### src/logic/gpcp_defines.svh
// Purpose: named offsets, field positions, reset values and timings
// Assumes: included by bare name from every design file that needs it
// Notes: definitions only
`ifndef GPCP_DEFINES_SVH
`define GPCP_DEFINES_SVH
// configuration space indexes
`define GPCP_IDX_SEL 8'hF0
`define GPCP_IDX_CFG 8'hF1
`define GPCP_IDX_RTE 8'hF2
// runtime offsets inside the 16-byte block
`define GPCP_OFS_OUT0 4'h0
`define GPCP_OFS_IN0 4'h1
`define GPCP_OFS_OUT1 4'h4
`define GPCP_OFS_IN1 4'h5
`define GPCP_OFS_OUT2 4'h8
`define GPCP_OFS_IN2 4'h9
// selector fields
`define GPCP_SEL_MASK 8'h37
`define GPCP_PORT_HI 5
`define GPCP_PORT_LO 4
`define GPCP_PIN_HI 2
`define GPCP_PIN_LO 0
// per-pin configuration
`define GPCP_CFG_RST_EV 8'h44
`define GPCP_CFG_RST_NE 8'h04
`define GPCP_CFG_MASK_EV 8'h7F
`define GPCP_CFG_MASK_NE 8'h0F
`define GPCP_CFG_LOCKED 8'h0F
`define GPCP_RTE_MASK 8'h01
`define GPCP_RTE_RST 1'b0
`define GPCP_LATCH_RST 8'hFF
`define GPCP_ZERO8 8'h00
`define GPCP_FILT_RST 1'b1
// implemented pins per port
`define GPCP_IMPL0 8'h1F
`define GPCP_IMPL1 8'h80
`define GPCP_IMPL2 8'h1F
// debounce time
`define GPCP_DBNC_MS 16
`define GPCP_CLK_HZ 10000000
`endif

### src/logic/gpcp_pkg.sv
// Purpose: shared types of the pin configuration port
// Assumes: nothing
// Notes: used only as gpcp_pkg::name
package gpcp_pkg;
    typedef logic [7:0] gpcp_byte_t;
    typedef enum logic [1:0] {
        GPCP_PORT0 = 2'h0,
        GPCP_PORT1 = 2'h1,
        GPCP_PORT2 = 2'h2,
        GPCP_PORT_RSVD = 2'h3
    } gpcp_port_t;
    typedef struct packed {
        logic rsvd;
        logic event_debounce_on;
        logic event_polarity;
        logic event_trigger_kind;
        logic pin_config_lock;
        logic pullup_on;
        logic drive_kind;
        logic drive_on;
    } gpcp_cfg_t;
endpackage

### src/logic/gpcp_pin_if.sv
// Purpose: carries per-pin drive controls from the register file
// Assumes: one bit per pin, pin n of port p at index p*8+n
// Notes: no clocking
`timescale 1ns/1ps
interface gpcp_pin_if #(parameter int NPIN = 24);
    logic [NPIN-1:0] drive_on;
    logic [NPIN-1:0] drive_kind;
    logic [NPIN-1:0] latch;
    modport ctrl (output drive_on, output drive_kind, output latch);
    modport drv (input drive_on, input drive_kind, input latch);
endinterface

### src/logic/gpcp_debounce.sv
// Purpose: passes an input on only after it has been stable a full period
// Assumes: raw input synchronous to clk
// Notes: any bounce back restarts the wait
`timescale 1ns/1ps
`include "gpcp_defines.svh"
module gpcp_debounce #(
    parameter int CYCLES = 160000
) (
    // clock and reset
    input wire logic clk,
    input wire logic rst,
    // signal
    input wire logic raw,
    output logic filt_q
);
    localparam int CW = $clog2(CYCLES + 1);
    logic [CW-1:0] cnt_q;

    always_ff @(posedge clk or posedge rst) begin
        if (rst) begin
            cnt_q <= '0;
            filt_q <= `GPCP_FILT_RST;
        end else if (raw == filt_q) begin
            cnt_q <= '0;
        end else if (cnt_q == CW'(CYCLES - 1)) begin
            cnt_q <= '0;
            filt_q <= raw; // RQ5
        end else begin
            cnt_q <= cnt_q + 1'b1;
        end
    end
endmodule

### src/logic/gpcp_pin_drive.sv
// Purpose: turns latch and drive settings into pin drive and enable
// Assumes: open-drain drives only the low level
// Notes: outputs registered, one cycle after the controls
`timescale 1ns/1ps
module gpcp_pin_drive #(
    parameter int NPIN = 24
) (
    // clock and reset
    input wire logic clk,
    input wire logic rst,
    // controls
    gpcp_pin_if.drv ctl,
    // pins
    output logic [NPIN-1:0] pin_out_q,
    output logic [NPIN-1:0] pin_oe_q
);
    always_ff @(posedge clk or posedge rst) begin
        if (rst) begin
            pin_out_q <= '0;
            pin_oe_q <= '0;
        end else begin
            pin_out_q <= ctl.latch; // RQ15
            // push-pull drives both levels, open-drain only low
            pin_oe_q <= ctl.drive_on &
                (ctl.drive_kind | ~ctl.latch); // RQ10 RQ11
        end
    end
endmodule

### src/logic/gpcp_top.sv
// Purpose: per-pin configuration window and basic runtime port registers
// Assumes: config and runtime strobes are one-cycle, synchronous to clk
// Notes: event detection and pending logic live outside this block
//
// Operation
// RQ1: selector bits 5-4 choose port 0-2
// RQ2: selector bits 2-0 choose pin number
// RQ3: window accesses the selected pin's register
// RQ4: config resets 44h ports 0-1, 04h port 2
// RQ5: bit 6 enables debounce; port 2 zero
// RQ6: bit 5 is event polarity; port 2 zero
// RQ7: bit 4 is edge or level; port 2 zero
// RQ8: bit 3 sticky lock guards config and latch
// RQ9: bit 2 enables weak pull-up
// RQ10: bit 1 selects open-drain or push-pull
// RQ11: bit 0 enables driver, input unaffected
// RQ12: routing bit 0 enables event to irq
// RQ13: two 8-bit registers per pin
// RQ14: runtime register bit n is pin n
// RQ15: latch drives enabled pin, reads back stored
// RQ16: input register reads pin levels, ignores writes
// RQ17: inactive port blocks runtime data access only
// RQ18: latch resets all ones, locked bits kept
// RQ19: runtime block decodes low four address bits
// RQ20: unimplemented pin ignores writes, reads zero; only the config space does so, runtime registers are unmasked
`timescale 1ns/1ps
`include "gpcp_defines.svh"
module gpcp_top #(
    parameter int NPORT = 3,
    parameter int NEV = 16,
    parameter int DBNC_MS = `GPCP_DBNC_MS,
    parameter int CLK_HZ = `GPCP_CLK_HZ,
    parameter int DBNC_CYCLES = DBNC_MS * (CLK_HZ / 1000),
    parameter logic [23:0] IMPL = {`GPCP_IMPL2, `GPCP_IMPL1, `GPCP_IMPL0}
) (
    // clock and reset
    input wire logic clk,
    input wire logic rst,
    // configuration space access
    input wire logic cfg_wr,
    input wire logic cfg_rd,
    input wire logic [7:0] cfg_index,
    input wire logic [7:0] cfg_wdata,
    output logic [7:0] cfg_rdata_q,
    // runtime access
    input wire logic port_active,
    input wire logic io_wr,
    input wire logic io_rd,
    input wire logic [3:0] io_addr,
    input wire logic [7:0] io_wdata,
    output logic [7:0] io_rdata_q,
    // pins
    input wire logic [23:0] pin_in,
    output logic [23:0] pin_out_q,
    output logic [23:0] pin_oe_q,
    output logic [23:0] pin_pullup_q,
    // event sources for the external event logic
    output logic [15:0] evt_active_q,
    output logic [15:0] evt_level_kind_q,
    output logic [15:0] evt_irq_route_q
);
    localparam int NPIN = NPORT * 8;

    gpcp_pkg::gpcp_byte_t sel_q;
    gpcp_pkg::gpcp_cfg_t cfg_q [NPIN];
    logic [NEV-1:0] route_q;
    gpcp_pkg::gpcp_byte_t latch_q [NPORT];
    logic [NEV-1:0] filt;
    logic [NPIN-1:0] lock_vec;
    logic [4:0] sidx;
    logic simpl;
    logic sevt;

    gpcp_pin_if #(.NPIN(NPIN)) pin_ctl ();

    // flat pin index: port in the upper two bits, pin in the lower three
    function automatic logic [4:0] sel_index(input logic [7:0] s);
        sel_index = {s[`GPCP_PORT_HI:`GPCP_PORT_LO],
            s[`GPCP_PIN_HI:`GPCP_PIN_LO]}; // RQ1 RQ2
    endfunction

    // the reserved port code names no pin at all
    function automatic logic sel_impl(input logic [7:0] s);
        logic [4:0] i;
        i = sel_index(s);
        if (s[`GPCP_PORT_HI:`GPCP_PORT_LO] == gpcp_pkg::GPCP_PORT_RSVD) begin
            sel_impl = 1'b0; // RQ1
        end else begin
            sel_impl = IMPL[i]; // RQ20
        end
    endfunction

    function automatic logic sel_event(input logic [7:0] s);
        sel_event = (s[`GPCP_PORT_HI:`GPCP_PORT_LO] ==
            gpcp_pkg::GPCP_PORT0) || (s[`GPCP_PORT_HI:`GPCP_PORT_LO] ==
            gpcp_pkg::GPCP_PORT1);
    endfunction

    function automatic logic [7:0] cfg_mask(input logic evt);
        cfg_mask = evt ? `GPCP_CFG_MASK_EV : `GPCP_CFG_MASK_NE;
    endfunction

    assign sidx = sel_index(sel_q);
    assign simpl = sel_impl(sel_q);
    assign sevt = sel_event(sel_q);

    // pin selector
    always_ff @(posedge clk or posedge rst) begin
        if (rst) begin
            sel_q <= `GPCP_ZERO8; // RQ1 RQ2
        end else if (cfg_wr && cfg_index == `GPCP_IDX_SEL) begin
            sel_q <= cfg_wdata & `GPCP_SEL_MASK;
        end
    end

    // per-pin configuration registers behind the window
    always_ff @(posedge clk or posedge rst) begin
        if (rst) begin
            for (int i = 0; i < NPIN; i++) begin
                if (i < NEV) begin
                    cfg_q[i] <= `GPCP_CFG_RST_EV; // RQ4
                end else begin
                    cfg_q[i] <= `GPCP_CFG_RST_NE; // RQ4
                end
            end
        end else if (cfg_wr && cfg_index == `GPCP_IDX_CFG && simpl) begin
            cfg_q[sidx] <= cfg_next(cfg_q[sidx], cfg_wdata, sevt); // RQ3
        end
    end

    // write merge: lock is set-only and freezes the low bits with it;
    // event bits stay writable so a locked pin can still be retuned
    function automatic logic [7:0] cfg_next(
        input logic [7:0] old,
        input logic [7:0] wd,
        input logic evt
    );
        logic [7:0] n;
        n = wd;
        if (old[3]) begin
            n = (wd & ~`GPCP_CFG_LOCKED) | (old & `GPCP_CFG_LOCKED); // RQ8
        end else begin
            n[3] = wd[3]; // RQ8
        end
        cfg_next = n & cfg_mask(evt); // RQ5 RQ6 RQ7
    endfunction

    // event routing bit, ports 0 and 1 only
    always_ff @(posedge clk or posedge rst) begin
        if (rst) begin
            route_q <= '0; // RQ12
        end else if (cfg_wr && cfg_index == `GPCP_IDX_RTE && simpl &&
                sevt) begin
            route_q[sidx[3:0]] <= cfg_wdata[0]; // RQ12 RQ13
        end
    end

    // configuration space read path
    always_ff @(posedge clk or posedge rst) begin
        if (rst) begin
            cfg_rdata_q <= `GPCP_ZERO8;
        end else if (cfg_rd) begin
            case (cfg_index)
                `GPCP_IDX_SEL: begin
                    cfg_rdata_q <= sel_q;
                end
                `GPCP_IDX_CFG: begin
                    if (simpl) begin
                        cfg_rdata_q <= cfg_q[sidx] & cfg_mask(sevt); // RQ3
                    end else begin
                        cfg_rdata_q <= `GPCP_ZERO8; // RQ20
                    end
                end
                `GPCP_IDX_RTE: begin
                    if (simpl && sevt) begin
                        cfg_rdata_q <= {7'h0, route_q[sidx[3:0]]}; // RQ12
                    end else begin
                        cfg_rdata_q <= `GPCP_ZERO8; // RQ20
                    end
                end
                default: begin
                    cfg_rdata_q <= `GPCP_ZERO8;
                end
            endcase
        end
    end

    // lock per pin, gathered for the latch write mask
    generate
        for (genvar g = 0; g < NPIN; g++) begin : g_lock
            assign lock_vec[g] = cfg_q[g].pin_config_lock;
            assign pin_ctl.drive_on[g] = cfg_q[g].drive_on; // RQ11
            assign pin_ctl.drive_kind[g] = cfg_q[g].drive_kind; // RQ10
        end
        for (genvar p = 0; p < NPORT; p++) begin : g_latch_map
            assign pin_ctl.latch[p*8 +: 8] = latch_q[p];
        end
    endgenerate

    // runtime output latches; offsets step by four per port
    always_ff @(posedge clk or posedge rst) begin
        if (rst) begin
            for (int p = 0; p < NPORT; p++) begin
                latch_q[p] <= `GPCP_LATCH_RST; // RQ18
            end
        end else if (io_wr && port_active) begin // RQ17
            for (int p = 0; p < NPORT; p++) begin
                if (io_addr == out_ofs(p)) begin // RQ19
                    latch_q[p] <= (io_wdata & ~lock_vec[p*8 +: 8]) |
                        (latch_q[p] & lock_vec[p*8 +: 8]); // RQ8 RQ18
                end
            end
        end
    end

    function automatic logic [3:0] out_ofs(input int p);
        case (p)
            0: out_ofs = `GPCP_OFS_OUT0;
            1: out_ofs = `GPCP_OFS_OUT1;
            default: out_ofs = `GPCP_OFS_OUT2;
        endcase
    endfunction

    // runtime read path; the input register is read-only, so io_wr at
    // its offset falls through without effect
    always_ff @(posedge clk or posedge rst) begin
        if (rst) begin
            io_rdata_q <= `GPCP_ZERO8;
        end else if (io_rd) begin
            if (!port_active) begin
                io_rdata_q <= `GPCP_ZERO8; // RQ17
            end else begin
                case (io_addr) // RQ19
                    `GPCP_OFS_OUT0: io_rdata_q <= latch_q[0]; // RQ15
                    `GPCP_OFS_OUT1: io_rdata_q <= latch_q[1]; // RQ15
                    `GPCP_OFS_OUT2: io_rdata_q <= latch_q[2]; // RQ15
                    `GPCP_OFS_IN0: io_rdata_q <= pin_in[7:0]; // RQ16 RQ14
                    `GPCP_OFS_IN1: io_rdata_q <= pin_in[15:8]; // RQ16
                    `GPCP_OFS_IN2: io_rdata_q <= pin_in[23:16]; // RQ16
                    default: io_rdata_q <= `GPCP_ZERO8;
                endcase
            end
        end
    end

    // pull-up follows its bit whatever the pin direction
    always_ff @(posedge clk or posedge rst) begin
        if (rst) begin
            pin_pullup_q <= '0;
        end else begin
            for (int i = 0; i < NPIN; i++) begin
                pin_pullup_q[i] <= cfg_q[i].pullup_on & IMPL[i]; // RQ9
            end
        end
    end

    gpcp_pin_drive #(.NPIN(NPIN)) u_drive (
        .clk(clk),
        .rst(rst),
        .ctl(pin_ctl.drv),
        .pin_out_q(pin_out_q),
        .pin_oe_q(pin_oe_q)
    );

    // one filter per event-capable pin; port 2 has no event path
    generate
        for (genvar e = 0; e < NEV; e++) begin : g_dbnc
            gpcp_debounce #(.CYCLES(DBNC_CYCLES)) u_dbnc (
                .clk(clk),
                .rst(rst),
                .raw(pin_in[e]),
                .filt_q(filt[e])
            );
        end
    endgenerate

    // event source level: high when the pin sits at its active level;
    // the debounce delays both edges, so level events see it on release
    always_ff @(posedge clk or posedge rst) begin
        if (rst) begin
            evt_active_q <= '0;
            evt_level_kind_q <= '0;
            evt_irq_route_q <= '0;
        end else begin
            for (int e = 0; e < NEV; e++) begin
                evt_active_q[e] <= IMPL[e] &
                    ((cfg_q[e].event_debounce_on ? filt[e] : pin_in[e]) ==
                    cfg_q[e].event_polarity); // RQ5 RQ6
                evt_level_kind_q[e] <= IMPL[e] &
                    cfg_q[e].event_trigger_kind; // RQ7
                evt_irq_route_q[e] <= IMPL[e] & route_q[e]; // RQ12
            end
        end
    end
endmodule
### config.mk
export PLATFORM = sky130hd
export DESIGN_NAME = gpcp_top
export DESIGN_NICKNAME = d
export VERILOG_FILES = /design/src/logic/gpcp_pkg.sv /design/src/logic/gpcp_pin_if.sv /design/src/logic/gpcp_debounce.sv /design/src/logic/gpcp_pin_drive.sv /design/src/logic/gpcp_top.sv
export VERILOG_INCLUDE_DIRS = /design/src /design/src/logic
export SDC_FILE = /design/constraint.sdc
export NUM_CORES = 1
export LEC_CHECK = 0
export BUFFER_PORTS_ARGS = -buffer_cell sky130_fd_sc_hd__buf_2
export CORE_AREA = 2 2 224 226
export DETAILED_ROUTE_END_ITERATION = 10
export DIE_AREA = 0 0 226 228
export PLACE_DENSITY = 0.5
export SETUP_SLACK_MARGIN = 0.3
export SLEW_MARGIN = 40
export SYNTH_ARGS = -nofsm -noshare
export SYNTH_HDL_FRONTEND = slang
export SYNTH_SLANG_ARGS = --single-unit
### constraint.sdc
create_clock -name clk -period 22.3 [get_ports clk]
set_input_delay 3.345 -clock clk [delete_from_list [all_inputs] [get_ports clk]]
set_output_delay 3.345 -clock clk [all_outputs]
set_load 0.02 [all_outputs]
== After elaboration in Yosys (flattened, before gate mapping) ==
Memory sizes are Yosys's and may differ from the RTL's.
Index checks and enable logic that the tools add are counted.

* Reduce and logical (&&, ||, !) cells: 22
* Divide/modulo/power cells: 0
* Bitwise gates (word level): 25
* Shift-type cells: 0
* Magnitude comparators: 5
* Multiply operators: 0
* Add/sub/neg operators: 6
* Multiplexer cells: 46
* Equality and inequality tests: 31

{| class="wikitable"
|+ Operators by type and width
! cell !! count
|-
| two-way mux 18 bit || 12
|-
| bitwise mux 192 bit || 1
|-
| adder 18 x 1 -> 18 bit, second input constant || 6
|-
| == test 18 bit, second input constant || 6
|-
| bitwise AND 8 bit || 7
|-
| one-hot mux 8 bit (6 select lines) || 1
|-
| binary-select mux 8 bit (select 5 bit) || 1
|-
| demux 8 bit (select 5 bit) || 1
|-
| two-way mux 8 bit || 5
|-
| bitwise AND 24 bit || 1
|-
| == test 8 bit, second input constant || 3
|-
| NOT 24 bit || 1
|-
| NOT 8 bit || 3
|-
| bitwise OR 24 bit || 1
|-
| bitwise OR 8 bit || 3
|-
| one-hot mux 8 bit (3 select lines) || 1
|-
| two-way mux 4 bit || 5
|-
| AND reduction 2 bit || 9
|-
| bitwise mux 16 bit || 1
|-
| two-way mux 1 bit || 13
|-
| == test 1 bit || 12
|-
| == test 4 bit || 3
|-
| logical AND 1 bit || 10
|-
| bitwise AND 8 x 7 -> 8 bit || 1
|-
| 20 further kinds || 28
|}

* Memories: 1
* Bits in writable memories: 0
* Memory bits (read-only): 32
* Register bits: 444
* Logic and storage cells: 353
* Output and inout bits: 136
* Bits in latches: 0

{| class="wikitable"
|+ Memory list
! memory !! depth !! width !! read ports !! clocked after memory_dff !! wr ports !! RTL line !! text
|-
| (name not given) || 32 || 1 || 1 || 0 || 0 || gpcp_top.sv:89 || <nowiki>sel_impl = IMPL[i];</nowiki>
|}

== Logic depth before layout (Yosys ltp) ==
Gate-level depths: netlist of run 1.

* Depth after elaboration: 9
* Depth in mapped cells: 11

== Hierarchy ==
From an unflattened synthesis of run 1, not the netlist that was laid out.

* Cells, all modules: 1,491
* Area total of the unflattened synthesis: 17,795.8 um2

{| class="wikitable"
|+ Modules (own cells, without submodules)
! module !! times used !! cells each !! sequential area each (um2) !! area an instance (um2)
|-
| gpcp_top || 1 || 812 || 5,910.7 || 10,292.4
|-
| gpcp_debounce || 6 || 97 || 476.7 || 1,004.7
|-
| gpcp_pin_drive || 1 || 97 || 1,201.2 || 1,475.2
|}

== Worst setup path after synthesis of run 1 ==
No wires, ideal clock.

* Path kind: input port to flip-flop
* From: input port cfg_index[2]
* To: register cfg_q[64] (netlist bit)
* Setup slack: 17,272 ps
* Data arrival time: 4,903 ps
* Buffers on the path: 0
* Library setup time: 125 ps
* Stages on the path: 5
* Cells stage by stage: nand4bb_1 nor4b_2 nand2_1 nor3_1 mux2_2

* Longest elaborated chain between the ends: 3

{| class="wikitable"
|+ Ends and longest elaborated chain
! what !! RTL line !! text
|-
| from (decl) || gpcp_top.sv:42 || <nowiki>input wire logic [7:0] cfg_index,</nowiki>
|-
| == test 8 bit || -- ||
|-
| logical AND 1 bit (no line) || -- ||
|-
| logical AND 1 bit || gpcp_top.sv:126 || <nowiki>end else if (cfg_wr && cfg_index == `GPCP_IDX_CFG && simpl) begin</nowiki>
|-
| to (signal, indexed assignment) || gpcp_top.sv:121 || <nowiki>cfg_q[i] <= `GPCP_CFG_RST_EV;</nowiki>
|-
| to (signal, indexed assignment) || gpcp_top.sv:123 || <nowiki>cfg_q[i] <= `GPCP_CFG_RST_NE;</nowiki>
|-
| to (signal, indexed assignment) || gpcp_top.sv:127 || <nowiki>cfg_q[sidx] <= cfg_next(cfg_q[sidx], cfg_wdata, sevt);</nowiki>
|-
| to (decl) || gpcp_top.sv:65 || <nowiki>gpcp_pkg::gpcp_cfg_t cfg_q [NPIN];</nowiki>
|}

No other way between the ends.
A chain may end at the register's enable or synchronous reset.

== Worst setup path after layout of run 1 ==
* From: input port cfg_index[2]
* To: register cfg_q[41] (netlist bit)

Same word-level chain as after synthesis.

==> results of run 1 <==
Yosys cell counts (all sizes together), types with 19 or more instances:
cell and n:
a21boi 24, and3 28, buf 66, clkbuf 115, dfrtp 325, dfstp 70
inv 46, mux2 84, mux2i 50, mux4 29, nand2 98, nand3 39
nand4 23, nor2 182, o21ai 19, xnor2 43, xor2 65
cells by family (layout without fill, tap and decap cells):
logic type               count (synthesis)  count (layout)  synth area share
AND/OR/NAND/NOR                        439             439             0.120
flip-flops                             395             395             0.586
buffers and inverters                  227             283            0.0642
multiplexers                           163             163             0.124
AO/OA/AOI/OAI                          110             110            0.0464
XOR/XNOR                               108             108            0.0556
adder cells (fa/ha/maj)                  6               6           0.00441
other                                    1              45          0.000220
worst reg2reg max path, cell delays in order (launching register included):
cell and delay, ps:
dfrtp_2 760, buf_4 690, mux2i_1 230, a22oi_1 280
a31oi_1 160, a31oi_4 370, mux2i_2 680, mux2_2 290
layout make-up:
class / instances / area [µm²] / area share
repair buffers: 158 / 850 / 0.0436
inverters: 46 / 185 / 0.00949
flip-flops and latches: 395 / 9970 / 0.511
clock buffers: 62 / 1310 / 0.0672
diodes: 1 / 2.50 / 0.000128
multi-input cells: 870 / 6150 / 0.315
clock inverters: 17 / 191 / 0.00982
well taps: 672 / 841 / 0.0431
power groups by stage:
| stage | Combinational [mW] | Sequential [mW] | Clock [mW] |
|---|---|---|---|
| finish | 0.110 | 0.774 | 0.748 |
| global placement | 0.109 | 0.787 | 0 |
| global route | 0.121 | 0.778 | 0.799 |
| detailed placement | 0.111 | 0.788 | 0 |
| CTS | 0.112 | 0.775 | 0.771 |
| floorplan | 0.0698 | 0.785 | 0 |
sequential cells by signal, summed over array words and instances (netlist names), named ones only:
register and flops:
u_drive.pin_out_q 24, evt_level_kind_q 6, io_rdata_q 8, evt_active_q 6, g_dbnc.u_dbnc.filt_q 6, g_dbnc.u_dbnc.cnt_q 108
evt_irq_route_q 6, route_q 16, cfg_q 144, pin_pullup_q 11, sel_q 5, cfg_rdata_q 7
u_drive.pin_oe_q 24
through the flow:
stage / cell area (µm²) / hold WS (ps) / utilization / power, mW
2_1_floorplan: 17200 / 364 / - / 0.855
3_3_place_gp: 17900 / 355 / 0.363 / 0.896
3_5_place_dp: 18000 / 356 / 0.365 / 0.899
4_1_cts: 19500 / 365 / 0.395 / 1.66
5_1_grt: 19500 / 367 / 0.395 / 1.70
6_report: 19500 / 364 / 0.395 / 1.63
worst min path at each step:
stage / endpoint / depth (start not counted) / start
after floorplan: evt_irq_route_q[2]$_DFF_PP0_ / 0 / route_q[2]$_DFFE_PP0P_
after global placement: cfg_q[74]$_DFFE_PP1P_ / 0 / cfg_q[74]$_DFFE_PP1P_
after detailed placement: cfg_q[74]$_DFFE_PP1P_ / 0 / cfg_q[74]$_DFFE_PP1P_
after CTS: cfg_q[74]$_DFFE_PP1P_ / 0 / cfg_q[74]$_DFFE_PP1P_
after global routing: cfg_q[110]$_DFFE_PP1P_ / 0 / cfg_q[110]$_DFFE_PP1P_
final: cfg_q[82]$_DFFE_PP1P_ / 0 / cfg_q[82]$_DFFE_PP1P_
layer usage:
layer	share of wire	track usage	vias to the layer above
met5	0.00063	0	-
met4	0.021	0.0449	4
met3	0.047	0.0294	63
met2	0.44	0.231	222
met1	0.49	0.233	5171
li1	-	-	4916
==> flow_metrics.tcl, run 1 <==
set metrics [dict create \
    dieArea_um2 51500 \
    critPathSlowestCell "nor3b_2" \
    r2r-start "sel_q[1]$_DFFE_PP0P_" \
    cts_buffers 43 \
    vias 10400 \
    postSynthAreaPerCell_um2 11.8 \
    cp_num_cells 6 \
    layout-drive-gt1-share 0.279 \
    routed_wl_um 39500 \
    netlist_instances 1449 \
    grt_overflow_total 0 \
    p_seq_frac 0.475 \
    hold_buffers 0 \
    hold_viol_final 0 \
    power.density_nw_per_um2 83.7 \
    critical_path_class "input port to flip-flop" \
    cp-endpoint "cfg_q[41]$_DFFE_PP0P_" \
    ys_seq_elements 395 \
    intPower_mw 1.24 \
    grt_pass1_vias 10500 \
    ff2ff_path_depth 7 \
    timing.fmax_mhz 196 \
    fin_crit_ps 5100 \
    post-route-period-util 0.229 \
    crit_fanout 5 \
    startpoint "cfg_index[2]" \
    gp_congestion 0.813 \
    syn2layout_area_growth_pct 14.6 \
    synth_top_cell_by_area "dfrtp_1" \
    cts_resized 0 \
    setup_tns_ps 0 \
    nets 1579 \
    drtIter0Drc 579 \
    post_drt_via_cell_ratio 4.67 \
    synthFlopType "dfrtp_1" \
    grt_max_degree 119 \
    skew_ps 11.0 \
    rows 82 \
    yosys-top-cells-area "dfrtp_1 (48%), dfstp_2 (11%), mux2_2 (5.6%), nor2_1 (4.0%), mux4_2 (3.7%)" \
    dpl.hpwl_um 27500 \
    cap_violations 0 \
    cp-start-kind "input port" \
    wl_per_cell_um 17.8 \
    cts_sinks 395 \
    tightest_slew_ps 785 \
    start_util 0.345 \
    clk_latency_ps 560 \
    portBuffers 149 \
    yosysSeqAreaShare 0.586 \
    final_cell_count_no_fill 2221 \
    cts-root-buf "clkbuf_16" \
    cts_tree "yes" \
    final_common_cell "dfrtp_1" \
    switching_share 0.240 \
    p_switching_mw 0.392 \
    worst_setup_path_end_kind "flip-flop" \
    r2r_slack_ps 18760 \
    syn_area_um2 17000 \
    clk_path_buf_depth 3 \
    rr_endpoint "cfg_q[34]$_DFFE_PP1P_" \
    first_pass_iters 5 \
    synth_top_area_share 0.478 \
    dp.cells 2141 \
    postCtsSetupBuffers 0 \
    cts.htree.levels 2 \
    async_flop_share 1.00 \
    nFillCells 4774 \
    synth-edff-count 0 \
    crit_chain "buf_2, nand4bb_1, nor4b_2, nand4_1, nor3b_2, mux2_2" \
    rsz0062_at_grt "false" \
    pre_cts_slack_ps 16560 \
    io_pins 195 \
    worstPathArrival_ps 5540 \
    yosysUniqueCellTypes 56 \
    slowest_delay_ps 540 \
    die_w_um 226 \
    setup_viol 0 \
    fp.dieH_um 228 \
    path_buf_inv 1 \
    cp_data_required_time_ps 22740 \
    p_leak_nw 8.92 \
    crit_family "simple AND/OR/NAND/NOR gates" \
    ys_warn_count 0 \
    worstHoldPathType "flip-flop to flip-flop" \
    antenna_found_initial 2 \
    maxSlewViolCount 0 \
    groute.usage.overall 0.156 \
    grt_pass1_wl_um 62400 \
    ant_nets 0 \
    status "completed" \
    setup_ws_ps 17200 \
    core_um2 49300 \
    pwr-share-clk 0.458 \
    peakVddDrop_v 0.0000493 \
    drc 0 \
    final_cell_mix "dfrtp_1 (323), nor2_1 (182), buf_2 (149)" \
    combPwrFrac 0.067 \
    clk_pin_slew_ps 60 \
    slew_headroom 0.475 \
]
Note: power is estimated with default switching activity, not from simulation.
==> run 2: changes to the inputs <==
ABC_AREA = 1   (was default)
CORE_AREA = 2 2 229 231   (was 2 2 224 226)
DIE_AREA = 0 0 231 233   (was 0 0 226 228)
clock period = 4.9 ns   (was 22.3 ns; I/O delays follow)
==> flow_metrics.tcl, run 2 <==
set metrics [dict create \
    timing.fmax_mhz 352 \
    fin_crit_ps 2840 \
    synth_most_common_cell "nand2_1" \
    cap_violations 0 \
    die_w_um 231 \
    synth_common_cells "nand2_1 (502), dfrtp_1 (321), inv_1 (233)" \
    first_pass_iters 6 \
    slew_headroom 0.431 \
    intPower_mw 5.58 \
    hold_buffers 0 \
    synth-edff-count 0 \
    ys_seq_elements 391 \
    layout-drive-gt1-share 0.163 \
    yosysUniqueCellTypes 48 \
    postCtsSetupBuffers 0 \
    largest_reg_flops 144 \
    nets 2204 \
    synth_compound_area_frac 0.0796 \
    clk_path_buf_depth 3 \
    p_leak_nw 9.57 \
    placed_cell_area_um2 18700 \
    yosysSeqAreaShare 0.556 \
    nFillCells 5123 \
    grt_max_degree 137 \
    netlist_instances 2060 \
    final_cell_mix "nand2_1 (502), dfrtp_1 (321), inv_1 (232)" \
    peakVddDrop_v 0.000192 \
    status "completed" \
    rows 83 \
    p_seq_frac 0.469 \
    cp-start-kind "flip-flop" \
    drtIter0Drc 1060 \
    diodes 0 \
    dpl.hpwl_um 33200 \
    r2r_slack_ps 2060 \
    tightest_slew_ps 852 \
    maxSlewViolCount 0 \
    synthSimpleGateAreaFrac 0.232 \
    final_cell_count_no_fill 2854 \
    reg.largest.list "cfg_q: 144 flops, g_dbnc.u_dbnc.cnt_q: 108 flops" \
    stdcell_area_um2 20300 \
    crit_fanout 35 \
    clk_pin_slew_ps 60 \
    routed_wl_um 46500 \
    critical_path_class "flip-flop to flip-flop" \
    start_util 0.347 \
    cts-root-buf "clkbuf_16" \
    rsz0062_at_grt "false" \
    switching_share 0.254 \
    grt_pass1_vias 13100 \
    yosys.area_share.xor_xnor 0.0247 \
    io_pins 195 \
    cts_sinks 391 \
    synthFlopType "dfrtp_1" \
    synth_top_cell_by_area "dfrtp_1" \
    post_drt_via_cell_ratio 4.68 \
    cp_data_required_time_ps 5350 \
    syn_area_um2 17700 \
    vias 13400 \
    p_switching_mw 1.90 \
    synthMuxAreaShare 0.000635 \
    portBuffers 149 \
    grt_pass1_wl_um 73600 \
    gp_congestion 0.856 \
    worstPathArrival_ps 3290 \
    ant_nets 0 \
    synthAdderAreaFrac 0.00423 \
    combPwrFrac 0.075 \
    wl_per_cell_um 16.3 \
    ys_warn_count 0 \
    dp.cells 2772 \
    hold_viol_final 0 \
    dieArea_um2 53800 \
    largest_register "cfg_q" \
    setup_viol 0 \
    clk_latency_ps 570 \
    worst_setup_path_end_kind "flip-flop" \
    post-route-period-util 0.580 \
    async_flop_share 1.00 \
    drc 0 \
    syn2layout_area_growth_pct 14.2 \
    groute.usage.overall 0.175 \
    pwr-share-clk 0.456 \
    final_common_cell "nand2_1" \
    synth_top_family_by_area "simple AND/OR/NAND/NOR gates" \
    power.density_nw_per_um2 370 \
    cts_buffers 44 \
    synth_top_area_share 0.453 \
    cts.htree.levels 2 \
    grt_overflow_total 0 \
    antenna_found_initial 1 \
    postSynthAreaPerCell_um2 8.61 \
    core_um2 51100 \
    fp.dieH_um 233 \
    worstHoldPathType "input port to asynchronous set/reset pin" \
    yosys-top-cells-area "dfrtp_1 (45%), nand2_1 (11%), dfstp_2 (10%), inv_1 (4.9%), nor2_1 (4.3%)" \
    cts_resized 0 \
    skew_ps 16.9 \
    cts_tree "yes" \
]
-- run 2: cell types whose count changed after synthesis, moves of 37 or more --
cell	before	now
nand2_1	98	502
inv_1	46	233
a21oi_1	5	71
nor3_1	14	56
mux2_2	84	1
nand3_1	39	104
o21ai_0	19	56
mux2i_1	50	0
-- run 2: logic make-up (layout without fill, tap and decap cells) --
family / Yosys count / after routing
simple gates: 956 / 956
xor+xnor: 50 / 50
other cells: 1 / 44
compound gates: 243 / 243
mux: 1 / 1
buf+inv: 412 / 483
fa+ha+maj: 6 / 6
flops: 391 / 391
-- run 2: layout make-up --
cell class / count / area (µm²) / area share
sequential: 391 / 9870 / 0.487
multi-input combinational: 1300 / 6230 / 0.308
clock buffer: 61 / 1280 / 0.0634
inverter: 242 / 915 / 0.0452
timing repair buffer: 160 / 877 / 0.0433
tap: 680 / 851 / 0.0420
clock inverter: 20 / 226 / 0.0112
-- run 2: worst paths after layout --
check	start	end	cells after the start
min in group clk	cfg_q[146]$_DFFE_PP1P_	cfg_q[146]$_DFFE_PP1P_	0
setup / recovery	sel_q[0]$_DFFE_PP0P_	cfg_q[160]$_DFFE_PP0P_	12
hold reg to reg	cfg_q[146]$_DFFE_PP1P_	cfg_q[146]$_DFFE_PP1P_	0
hold / removal	rst	u_drive.pin_oe_q[21]$_DFF_PP0_	2
setup reg to reg	sel_q[0]$_DFFE_PP0P_	cfg_q[160]$_DFFE_PP0P_	12
max in group asynchronous	rst	g_dbnc[1].u_dbnc.filt_q$_DFFE_PP1P_	4
-- run 2: worst max-delay path, cell delays in order (launching register included) --
cell,delay (ps)
dfrtp_1,420
buf_4,270
nor2_2,590
buf_4,330
a21oi_1,90
nand2_1,60
nand2_1,60
nand2_1,100
nor2_2,60
nor2_4,150
nand2_1,320
nand3_1,200
nand2_1,70
-- run 2: routing by layer --
layer | vias up | track usage | routed length [µm]
met1 | 6390 | 0.246 | 22100
met3 | 68 | 0.0248 | 1930
met4 | 2 | 0.0615 | 1290
met5 | - | 0 | 11
met2 | 313 | 0.276 | 21200
li1 | 6597 | - | -
-- run 2: metrics by stage --
stage | utilization | hold WS [ps] | total power [mW] | setup WS [ps] | TNS, ps
after detailed placement | 0.366 | 358 | 4.13 | 2090 | 0
after global routing | 0.396 | 169 | 7.80 | 1840 | 0
after floorplan | - | 354 | 3.90 | -1040 | -333110
after global placement | 0.366 | 357 | 4.13 | 2080 | 0
final | 0.396 | 158 | 7.49 | 2060 | 0
after CTS | 0.396 | 132 | 7.60 | 2080 | 0
-- run 2: power groups by stage --
stage	sequential, mW	combinational, mW	clock, mW
floorplan	3.58	0.318	0
detailed placement	3.57	0.562	0
global route	3.53	0.619	3.66
finish	3.51	0.558	3.42
global placement	3.57	0.556	0
CTS	3.52	0.564	3.52
